File: src/bmpc_defs.svh
// constants of the burst mode and protection controller
`ifndef BMPC_DEFS_SVH
`define BMPC_DEFS_SVH

`define BMPC_CLK_MHZ 250
`define BMPC_CNT_W 23
`define BMPC_VALLEY_W 3
`define BMPC_VALLEY_BURST 3'h7
`define BMPC_VALLEY_RESTART 3'h1

// times in their own unit
`define BMPC_ENTRY_MS 24
`define BMPC_OVERLOAD_MS 30
`define BMPC_VCC_OVP_US 10
`define BMPC_ZC_OVP_US 100
`define BMPC_SHORT_WIND_NS 190
`define BMPC_LEB_NS 330
`define BMPC_MAX_ON_US 30
`define BMPC_BURST_KHZ 52
`define BMPC_BURST_DUTY_PCT 50

// cycle counts; least times round up, longest and periods round down
`define BMPC_ENTRY_CYC (`BMPC_ENTRY_MS * 1000 * `BMPC_CLK_MHZ)
`define BMPC_OVERLOAD_CYC (`BMPC_OVERLOAD_MS * 1000 * `BMPC_CLK_MHZ)
`define BMPC_VCC_OVP_CYC (`BMPC_VCC_OVP_US * `BMPC_CLK_MHZ)
`define BMPC_ZC_OVP_CYC (`BMPC_ZC_OVP_US * `BMPC_CLK_MHZ)
`define BMPC_SHORT_WIND_CYC ((`BMPC_SHORT_WIND_NS * `BMPC_CLK_MHZ + 999) / 1000)
`define BMPC_LEB_CYC ((`BMPC_LEB_NS * `BMPC_CLK_MHZ + 999) / 1000)
`define BMPC_MAX_ON_CYC (`BMPC_MAX_ON_US * `BMPC_CLK_MHZ)
`define BMPC_BURST_PERIOD_CYC (`BMPC_CLK_MHZ * 1000 / `BMPC_BURST_KHZ)

`define BMPC_NUM_TIMERS 5
`define BMPC_NUM_FLAGS 14

`endif

File: src/bmpc_pkg.sv
// types of the burst mode and protection controller
package bmpc_pkg;

	typedef enum logic [2:0] {
		ST_WAIT_DROP,
		ST_CHARGE,
		ST_NORMAL,
		ST_BURST_PAUSE,
		ST_BURST_RUN,
		ST_LATCH_DROP,
		ST_LATCH_CHARGE
	} bmpc_state_type;

	typedef enum int {
		TMR_ENTRY = 0,
		TMR_OVERLOAD = 1,
		TMR_VCC_OVP = 2,
		TMR_ZC_OVP = 3,
		TMR_SHORT_WIND = 4
	} bmpc_timer_type;

endpackage

File: src/bmpc_timer_if.sv
// qualification timer hookup
`timescale 1ns/1ps
`include "bmpc_defs.svh"

interface bmpc_timer_if;
	logic flag;
	logic [`BMPC_CNT_W-1:0] limit;
	logic expired;
	modport timer (input flag, input limit, output expired);
	modport user (output flag, output limit, input expired);
endinterface // bmpc_timer_if

File: src/bmpc_qual_timer.sv
// qualification timer: flag held for limit cycles
`timescale 1ns/1ps
`include "bmpc_defs.svh"

module bmpc_qual_timer (
	input wire logic clk,
	input wire logic srst,
	bmpc_timer_if.timer tif
);
	logic [`BMPC_CNT_W-1:0] count;

	// restart whenever the flag drops
	always_ff @(posedge clk) begin
		if (srst || !tif.flag) begin
			count <= '0; // RULE22
		end else if (count != tif.limit) begin
			count <= count + `BMPC_CNT_W'(1);
		end
	end

	always_ff @(posedge clk) begin
		if (srst) begin
			tif.expired <= 1'b0;
		end else begin
			tif.expired <= tif.flag &&
				(count >= tif.limit - `BMPC_CNT_W'(1)); // RULE22
		end
	end
endmodule // bmpc_qual_timer

File: src/bmpc_ctrl.sv
// burst mode and protection controller top
// Function
// RULE1 - enter burst: feedback below entry, valley count seven, blanking elapsed
// RULE2 - paused burst resumes switching and bias when feedback exceeds resume level
// RULE3 - burst turn-on comes from fixed-frequency timer, not valleys
// RULE4 - burst on-pulse ends at reduced burst current limit
// RULE5 - burst on-pulse also ends at half period; first one wins
// RULE6 - feedback at pause level resets bias and stops switching
// RULE7 - feedback above exit level leaves burst, restoring full current limit
// RULE8 - leaving burst loads valley counter with one at once
// RULE9 - supply under or over voltage resets logic, switch held off; code resets at once only on under voltage, over voltage via RULE11
// RULE10 - after supply reset: cell on below turn-off, restart above turn-on
// RULE11 - supply overvoltage held ten microseconds in normal mode: auto-restart
// RULE12 - overload flag held thirty milliseconds: auto-restart
// RULE13 - overload protection and its timer suppressed during burst
// RULE14 - zero-cross overvoltage in off-time held blanking time: latch off
// RULE15 - latch released only by supply below power-down level
// RULE16 - over-temperature flag causes auto-restart
// RULE17 - over-temperature flag ignored during burst
// RULE18 - short-winding flag in on-time held blanking time: latch off
// RULE19 - short-winding flag ignored during burst
// RULE20 - latched: cell cycles with supply levels, switch always off
// RULE21 - gate forced low once high longer than maximum on-time
// RULE22 - comparator flags synchronised; blanking counters restart when flag drops
`timescale 1ns/1ps
`include "bmpc_defs.svh"

module bmpc_ctrl #(
	parameter logic [`BMPC_CNT_W-1:0] ENTRY_CYC = `BMPC_CNT_W'(`BMPC_ENTRY_CYC),
	parameter logic [`BMPC_CNT_W-1:0] OVERLOAD_CYC =
		`BMPC_CNT_W'(`BMPC_OVERLOAD_CYC),
	parameter logic [`BMPC_CNT_W-1:0] ZC_OVP_CYC =
		`BMPC_CNT_W'(`BMPC_ZC_OVP_CYC),
	parameter logic [`BMPC_CNT_W-1:0] MAX_ON_CYC =
		`BMPC_CNT_W'(`BMPC_MAX_ON_CYC),
	parameter logic [`BMPC_CNT_W-1:0] BURST_PERIOD_CYC =
		`BMPC_CNT_W'(`BMPC_BURST_PERIOD_CYC)
) (
	input wire logic clk,
	input wire logic srst,
	input wire logic fb_below_entry,
	input wire logic fb_above_resume,
	input wire logic fb_below_pause,
	input wire logic fb_above_exit,
	input wire logic cs_above_regulation,
	input wire logic cs_above_burst_limit,
	input wire logic cs_above_short_winding,
	input wire logic zc_above_ovp,
	input wire logic vcc_over,
	input wire logic vcc_below_turnoff,
	input wire logic vcc_above_turnon,
	input wire logic vcc_below_powerdown,
	input wire logic over_temp,
	input wire logic valley_turn_on,
	input wire logic [`BMPC_VALLEY_W-1:0] valley_count,
	output logic gate_drive,
	output logic burst_active,
	output logic bias_enable,
	output logic full_current_limit,
	output logic valley_load_one,
	output logic startup_cell_en,
	output logic soft_start_req,
	output logic latched_off
);
	//****************************************
	// input synchroniser
	//****************************************
	logic [`BMPC_NUM_FLAGS-1:0] raw;
	logic [`BMPC_NUM_FLAGS-1:0] meta;
	logic [`BMPC_NUM_FLAGS-1:0] sync;
	logic [`BMPC_VALLEY_W-1:0] valley_meta;
	logic [`BMPC_VALLEY_W-1:0] valley_sync;

	assign raw = {valley_turn_on, over_temp, vcc_below_powerdown,
		vcc_above_turnon, vcc_below_turnoff, vcc_over, zc_above_ovp,
		cs_above_short_winding, cs_above_burst_limit, cs_above_regulation,
		fb_above_exit, fb_below_pause, fb_above_resume, fb_below_entry};

	genvar gi;
	generate
		for (gi = 0; gi < `BMPC_NUM_FLAGS; gi++) begin : g_sync
			always_ff @(posedge clk) begin
				if (srst) begin
					meta[gi] <= 1'b0;
					sync[gi] <= 1'b0;
				end else begin
					meta[gi] <= raw[gi]; // RULE22
					sync[gi] <= meta[gi];
				end
			end
		end
	endgenerate

	always_ff @(posedge clk) begin
		if (srst) begin
			valley_meta <= '0;
			valley_sync <= '0;
		end else begin
			valley_meta <= valley_count;
			valley_sync <= valley_meta;
		end
	end

	logic s_fb_entry, s_fb_resume, s_fb_pause, s_fb_exit;
	logic s_cs_reg, s_cs_burst, s_cs_sw, s_zc_ovp, s_vcc_over;
	logic s_vcc_low, s_vcc_on, s_vcc_pd, s_temp, s_valley_on;
	assign {s_valley_on, s_temp, s_vcc_pd, s_vcc_on, s_vcc_low, s_vcc_over,
		s_zc_ovp, s_cs_sw, s_cs_burst, s_cs_reg, s_fb_exit, s_fb_pause,
		s_fb_resume, s_fb_entry} = sync;

	//****************************************
	// state decode
	//****************************************
	bmpc_pkg::bmpc_state_type state;
	bmpc_pkg::bmpc_state_type next_state;

	function automatic logic in_burst(input bmpc_pkg::bmpc_state_type s);
		return (s == bmpc_pkg::ST_BURST_PAUSE) ||
			(s == bmpc_pkg::ST_BURST_RUN);
	endfunction

	function automatic logic running(input bmpc_pkg::bmpc_state_type s);
		return (s == bmpc_pkg::ST_NORMAL) || in_burst(s);
	endfunction

	//****************************************
	// qualification timers
	//****************************************
	bmpc_timer_if tif [`BMPC_NUM_TIMERS] ();
	logic [`BMPC_NUM_TIMERS-1:0] expired;

	assign tif[bmpc_pkg::TMR_ENTRY].flag = (state == bmpc_pkg::ST_NORMAL) &&
		s_fb_entry && (valley_sync == `BMPC_VALLEY_BURST); // RULE1
	assign tif[bmpc_pkg::TMR_ENTRY].limit = ENTRY_CYC;
	assign tif[bmpc_pkg::TMR_OVERLOAD].flag =
		(state == bmpc_pkg::ST_NORMAL) && s_fb_exit; // RULE12 RULE13
	assign tif[bmpc_pkg::TMR_OVERLOAD].limit = OVERLOAD_CYC;
	assign tif[bmpc_pkg::TMR_VCC_OVP].flag =
		(state == bmpc_pkg::ST_NORMAL) && s_vcc_over; // RULE11
	assign tif[bmpc_pkg::TMR_VCC_OVP].limit =
		`BMPC_CNT_W'(`BMPC_VCC_OVP_CYC);
	assign tif[bmpc_pkg::TMR_ZC_OVP].flag =
		running(state) && !gate_drive && s_zc_ovp; // RULE14
	assign tif[bmpc_pkg::TMR_ZC_OVP].limit = ZC_OVP_CYC;
	assign tif[bmpc_pkg::TMR_SHORT_WIND].flag =
		(state == bmpc_pkg::ST_NORMAL) && gate_drive && s_cs_sw; // RULE18 RULE19
	assign tif[bmpc_pkg::TMR_SHORT_WIND].limit =
		`BMPC_CNT_W'(`BMPC_SHORT_WIND_CYC);

	generate
		for (gi = 0; gi < `BMPC_NUM_TIMERS; gi++) begin : g_tmr
			bmpc_qual_timer u_tmr (
				.clk(clk),
				.srst(srst),
				.tif(tif[gi])
			);
			assign expired[gi] = tif[gi].expired;
		end
	endgenerate

	logic auto_restart;
	logic latch_fault;
	assign auto_restart = expired[bmpc_pkg::TMR_OVERLOAD] || // RULE12
		expired[bmpc_pkg::TMR_VCC_OVP] || // RULE11
		(s_temp && !in_burst(state)); // RULE16 RULE17
	assign latch_fault = expired[bmpc_pkg::TMR_ZC_OVP] || // RULE14
		expired[bmpc_pkg::TMR_SHORT_WIND]; // RULE18

	//****************************************
	// main state machine
	//****************************************
	always_comb begin
		next_state = state;
		case (state)
			bmpc_pkg::ST_WAIT_DROP: begin
				if (s_vcc_low) begin
					next_state = bmpc_pkg::ST_CHARGE; // RULE10
				end
			end
			bmpc_pkg::ST_CHARGE: begin
				if (s_vcc_on && !s_vcc_low) begin
					next_state = bmpc_pkg::ST_NORMAL; // RULE10
				end
			end
			bmpc_pkg::ST_NORMAL, bmpc_pkg::ST_BURST_PAUSE,
			bmpc_pkg::ST_BURST_RUN: begin
				if (s_vcc_low) begin
					next_state = bmpc_pkg::ST_CHARGE; // RULE9
				end else if (latch_fault) begin
					next_state = bmpc_pkg::ST_LATCH_DROP;
				end else if (auto_restart) begin
					next_state = bmpc_pkg::ST_WAIT_DROP; // RULE9
				end else if (state == bmpc_pkg::ST_NORMAL) begin
					if (expired[bmpc_pkg::TMR_ENTRY]) begin
						next_state = bmpc_pkg::ST_BURST_PAUSE; // RULE1
					end
				end else if (s_fb_exit) begin
					next_state = bmpc_pkg::ST_NORMAL; // RULE7
				end else if (state == bmpc_pkg::ST_BURST_PAUSE) begin
					if (s_fb_resume) begin
						next_state = bmpc_pkg::ST_BURST_RUN; // RULE2
					end
				end else if (s_fb_pause) begin
					next_state = bmpc_pkg::ST_BURST_PAUSE; // RULE6
				end
			end
			bmpc_pkg::ST_LATCH_DROP: begin
				if (s_vcc_pd) begin
					next_state = bmpc_pkg::ST_CHARGE; // RULE15
				end else if (s_vcc_low) begin
					next_state = bmpc_pkg::ST_LATCH_CHARGE; // RULE20
				end
			end
			bmpc_pkg::ST_LATCH_CHARGE: begin
				if (s_vcc_pd) begin
					next_state = bmpc_pkg::ST_CHARGE; // RULE15
				end else if (s_vcc_on) begin
					next_state = bmpc_pkg::ST_LATCH_DROP; // RULE20
				end
			end
			default: begin
				next_state = bmpc_pkg::ST_CHARGE;
			end
		endcase
	end

	always_ff @(posedge clk) begin
		if (srst) begin
			state <= bmpc_pkg::ST_CHARGE;
		end else begin
			state <= next_state;
		end
	end

	//****************************************
	// burst timer and on-time counter
	//****************************************
	logic [`BMPC_CNT_W-1:0] burst_cnt;
	logic [`BMPC_CNT_W-1:0] on_cnt;
	logic burst_tick;
	logic duty_limit;
	logic leb_done;
	logic max_on;

	always_ff @(posedge clk) begin
		if (srst || next_state != bmpc_pkg::ST_BURST_RUN ||
			burst_cnt == BURST_PERIOD_CYC - `BMPC_CNT_W'(1)) begin
			burst_cnt <= '0; // RULE3
		end else begin
			burst_cnt <= burst_cnt + `BMPC_CNT_W'(1);
		end
	end

	assign burst_tick = (state == bmpc_pkg::ST_BURST_RUN) &&
		(burst_cnt == '0); // RULE3
	assign duty_limit = burst_cnt >= `BMPC_CNT_W'(BURST_PERIOD_CYC *
		`BMPC_BURST_DUTY_PCT / 100) - `BMPC_CNT_W'(1); // RULE5

	always_ff @(posedge clk) begin
		if (srst || !gate_drive) begin
			on_cnt <= '0;
		end else if (on_cnt != MAX_ON_CYC) begin
			on_cnt <= on_cnt + `BMPC_CNT_W'(1);
		end
	end

	assign leb_done = on_cnt >= `BMPC_CNT_W'(`BMPC_LEB_CYC);
	assign max_on = on_cnt >= MAX_ON_CYC - `BMPC_CNT_W'(1); // RULE21

	//****************************************
	// gate drive
	//****************************************
	logic next_gate;

	always_comb begin
		next_gate = gate_drive;
		if (!running(next_state) || !running(state) ||
			next_state == bmpc_pkg::ST_BURST_PAUSE) begin
			next_gate = 1'b0; // RULE9 RULE20 RULE6
		end else if (gate_drive) begin
			if (max_on) begin
				next_gate = 1'b0; // RULE21
			end else if (state == bmpc_pkg::ST_NORMAL) begin
				next_gate = !(leb_done && s_cs_reg);
			end else begin
				next_gate = !((leb_done && s_cs_burst) || // RULE4
					duty_limit || !in_burst(next_state)); // RULE5
			end
		end else if (state == bmpc_pkg::ST_NORMAL &&
			next_state == bmpc_pkg::ST_NORMAL) begin
			next_gate = s_valley_on;
		end else if (next_state == bmpc_pkg::ST_BURST_RUN) begin
			next_gate = burst_tick; // RULE3
		end
	end

	always_ff @(posedge clk) begin
		if (srst) begin
			gate_drive <= 1'b0;
		end else begin
			gate_drive <= next_gate;
		end
	end

	//****************************************
	// status outputs
	//****************************************
	always_ff @(posedge clk) begin
		if (srst) begin
			burst_active <= 1'b0;
			bias_enable <= 1'b0;
			full_current_limit <= 1'b1;
			valley_load_one <= 1'b0;
			startup_cell_en <= 1'b1;
			soft_start_req <= 1'b0;
			latched_off <= 1'b0;
		end else begin
			burst_active <= in_burst(next_state);
			bias_enable <= (next_state == bmpc_pkg::ST_NORMAL) ||
				(next_state == bmpc_pkg::ST_BURST_RUN); // RULE2 RULE6
			full_current_limit <= !in_burst(next_state); // RULE7
			valley_load_one <= in_burst(state) &&
				(next_state == bmpc_pkg::ST_NORMAL); // RULE8
			startup_cell_en <= (next_state == bmpc_pkg::ST_CHARGE) ||
				(next_state == bmpc_pkg::ST_LATCH_CHARGE); // RULE10 RULE20
			soft_start_req <= (state == bmpc_pkg::ST_CHARGE) &&
				(next_state == bmpc_pkg::ST_NORMAL); // RULE10
			latched_off <= (next_state == bmpc_pkg::ST_LATCH_DROP) ||
				(next_state == bmpc_pkg::ST_LATCH_CHARGE); // RULE15
		end
	end
endmodule // bmpc_ctrl

File: config.mk
export PLATFORM = sky130hd
export DESIGN_NAME = bmpc_ctrl
export DESIGN_NICKNAME = d
export VERILOG_FILES = /design/src/bmpc_pkg.sv /design/src/bmpc_timer_if.sv /design/src/bmpc_qual_timer.sv /design/src/bmpc_ctrl.sv
export VERILOG_INCLUDE_DIRS = /design/src /design/src/src
export SDC_FILE = /design/constraint.sdc
export NUM_CORES = 1
export LEC_CHECK = 0
export ABC_AREA = 1
export BUFFER_PORTS_ARGS = -buffer_cell sky130_fd_sc_hd__buf_2
export CAP_MARGIN = 0
export CORE_ASPECT_RATIO = 0.6
export CORE_MARGIN = 3
export CORE_UTILIZATION = 50
export CTS_BUF_LIST = sky130_fd_sc_hd__clkbuf_16
export DETAILED_ROUTE_END_ITERATION = 10
export PLACE_DENSITY = 0.69
export SLEW_MARGIN = 30
export SYNTH_ARGS = -nofsm -noshare
export SYNTH_HDL_FRONTEND = slang
export SYNTH_SLANG_ARGS = --single-unit
File: constraint.sdc
create_clock -name clk -period 2.11 [get_ports clk]
set_input_delay 0.211 -clock clk [delete_from_list [all_inputs] [get_ports clk]]
set_output_delay 0.211 -clock clk [all_outputs]
set_load 0.005 [all_outputs]
==> results by group <==
Run status
  • Status: complete, no violations

Detailed routing
  • Detailed Route WL: 21.60 mm
  • Detailed Routing Iterations Pass 1: 5
  • Via/cell ratio: a little over 5
  • DRT iter0 DRCs: 760
  • Antenna viol nets, final: 0
  • Via count: roughly 9,000
  • Drt wl/cell: roughly 12 um
  • DRC viols: 0

Hold path
  • Worst Hold Class: in2reg
  • Hold Path Stages: 2

Floorplan
  • Initial Util: a little over 50%
  • Width of the die: roughly 190 um
  • Die area: 21,730 um^2
  • Chip height: ~120 um
  • # IOs: 27
  • Core Area: 19,270 um^2
  • Number of core rows: 39

Layout
  • Top reg by flops: g_tmr.u_tmr.count
  • Largest register FFs: 115
  • Commonest cells after routing, fill and taps aside: nand2_1, inv_1, nor2_1
  • Nets: between 1,500 and 2,000
  • Layout fillers: between 1,500 and 2,000
  • Top Registers: g_tmr.u_tmr.count (115), burst_cnt (23), on_cnt (23)
  • Commonest non-fill, non-tap cell in the layout: nand2_1
  • Area Overhead vs Synth: 13.78%
  • Share of cells above drive strength 1: 9.409%
  • N_diodes: 0
  • Cell Count, Final, Fillers Out: ~1,800

STA
  • Clock skew: ~15 ps
  • Final setup fails: 0
  • Total count of hold-check failures in the final report: 0
  • Tmin final: between 1500 and 2000 ps
  • Fmax: 519.9 MHz
  • Final period util: 91.16%
  • Slew headroom: about two thirds
  • RSZ-0062 raised after global routing: no
  • Final count of pins violating max slew: 0
  • Worst slew pin tran: roughly 480 ps
  • Fin Setup TNS: 0 ps

Power
  • Leakage: roughly 4.2 nW
  • Pwr Density: around 650 nW/um^2
  • Worst IR Drop VDD: ~0.56 mV

Clock network
  • Worst skew pair latency: 490 ps
  • CTS clk-pin slew, worst paths: 60 ps
  • # clock sinks: between 200 and 250
  • CTS tree: built
  • H-tree Lvls: 1
  • Clock root buffer master: clkbuf_16
  • CTS max path bufs: 3
  • CTS Buf Count: 20
  • Post-CTS Setup Inserts: 0

Critical path
  • CP endpoint kind: register
  • Max FO, Critical Path: 7
  • Startpoint types: register
  • CP required: approximately 2500 ps
  • CP Data Arrival Time: 2310 ps
  • Crit path kind: reg2reg
  • Register-to-Register Path Depth: 8

Logic synthesis
  • Count of cell types in the netlist: 53
  • Post-synth EDFFs: 0
  • Cell Area, Synth: roughly 10000 um^2
  • Post-synthesis net count: between 1,000 and 1,500
  • Syn Inst Count: roughly 1,400
  • Async SR Flop Fraction: 0%
  • Synthesis-stage register bit count: ~210
  • Top_reg_cell synth: dfxtp_1
  • Sequential share of the synthesized area: 42.36%
  • Syn_area_per_cell: about 7 um^2
  • Warnings, synthesis: 0

Global route
  • GRT Resource Usage Total: roughly 20%
  • First-pass GRT wire length: approximately 37 mm
  • Pin count of the biggest net entering global routing: 24
  • Vias in the first global route: 7,762
  • Initial antenna violation count: 0
  • Total grt overflow: 0

Place
  • Port Buffer Count: 26
  • GPL Wtd Cong: ~0.94
  • # placed instances: between 1,500 and 2,000
  • Detail Placement HPWL: 15.92 mm

Run
  • Max-cap violations: 0
[cells in the mapped netlist (2+ instances only)]
cell type / number / share of area (%)
nand2_1: 227 / 8.5
nor2_1: 222 / 8.4
dfxtp_1: 211 / 42
inv_1: 211 / 7.9
a21oi_1: 104 / 5.2
o21ai_0: 73 / 3.7
nand3_1: 70 / 3.5
nor3_1: 62 / 3.1
nand4_1: 40 / 2.5
nor4_1: 23 / 1.4
xor2_1: 21 / 1.8
ha_1: 15 / 1.9
clkbuf_1: 11 / 0.41
o21a_1: 11 / 0.83
or2_2: 11 / 0.69
a211oi_1: 8 / 0.60
nor2_2: 8 / 0.50
a21oi_2: 7 / 0.61
a31oi_1: 7 / 0.44
nor3_2: 7 / 0.70
nand3_2: 5 / 0.50
inv_2: 4 / 0.15
nand3b_1: 4 / 0.30
xnor2_1: 4 / 0.35
buf_6: 3 / 0.34
nor3b_1: 3 / 0.23
buf_2: 2 / 0.10
clkinv_1: 2 / 0.075
nor2_4: 2 / 0.23
nor3_4: 2 / 0.33
o211a_1: 2 / 0.20
o31ai_1: 2 / 0.15
or2_0: 2 / 0.13
[kinds of logic (layout without fill, tap and decap cells)]
family,count (synthesis),in the layout,share of synthesized area (%)
XOR/XNOR,25,25,2.196
AND/OR/NAND/NOR,696,696,31.90
AO/OA/AOI/OAI,224,224,12.52
flip-flops,211,211,42.36
adder cells (fa/ha/maj),15,15,1.882
buffers and inverters,235,317,9.135
[path summary, 6_finish.rpt]
check / from / end / slack, ps
max: on_cnt[2] / on_cnt[21] / 190
max reg2reg: on_cnt[2] / on_cnt[21] / 190
min reg2reg: valley_meta[1] / valley_sync[1] / 400
min: srst / state[2] / 30
[stage by stage]
stage	hold WS (ps)	instance area, um^2	worst slack (ps)	total power, mW	util (%)
after detailed placement	393.5	10500	65.44	4.257	54.49
after global routing	13.35	11340	5.531	7.751	58.86
final	33.13	11340	186.5	7.424	58.86
after floorplan	318.0	9971	333.0	4.209	-
after global placement	392.3	10500	152.8	4.256	54.49
after CTS	19.20	11250	56.46	7.530	58.37
[layer usage]
| layer | GRT usage (%) | routed length, um | share of wire [%] |
|---|---|---|---|
| met4 | 3.421 | 317 | 1.5 |
| met2 | 26.80 | 7968 | 37 |
| met5 | 0 | 0 | 0 |
| met1 | 32.98 | 12110 | 56 |
| met3 | 3.199 | 1203 | 5.6 |
[worst max-delay path, cell delays in order (launching register included)]
cell,delay [ps]
dfxtp_1,460
nand3_1,140
nor2_1,200
nand2_1,130
nor2_2,170
nand2_1,160
nor3_2,250
nand2_1,80
a221oi_1,230
[where the power goes]
part / switching, mW / leakage (nW) / internal [mW] / total (mW)
Combinational: 0.0840 / 2.15 / 0.0697 / 0.154
Clock: 1.45 / 0.315 / 1.78 / 3.23
Sequential: 0.0200 / 1.71 / 4.02 / 4.04
[cell type report]
| cell class | count | area, um^2 | area share (%) |
|---|---|---|---|
| inverters | 217 | 814.5 | 7.180 |
| flip-flops and latches | 211 | 4233 | 37.31 |
| clock buffers | 21 | 525.5 | 4.632 |
| well taps | 266 | 332.8 | 2.934 |
| multi-input cells | 960 | 4921 | 43.38 |
| clock inverters | 14 | 52.55 | 0.4632 |
| repair buffers | 65 | 465.4 | 4.103 |
[what timing repair did]
item                                    CTS  global route
endpoints found under the hold margin    17             0
hold buffers                             17             0
resized for setup                         0            29
endpoints found under the setup margin    0            42
No activity file was read; power rests on OpenSTA's default activity.
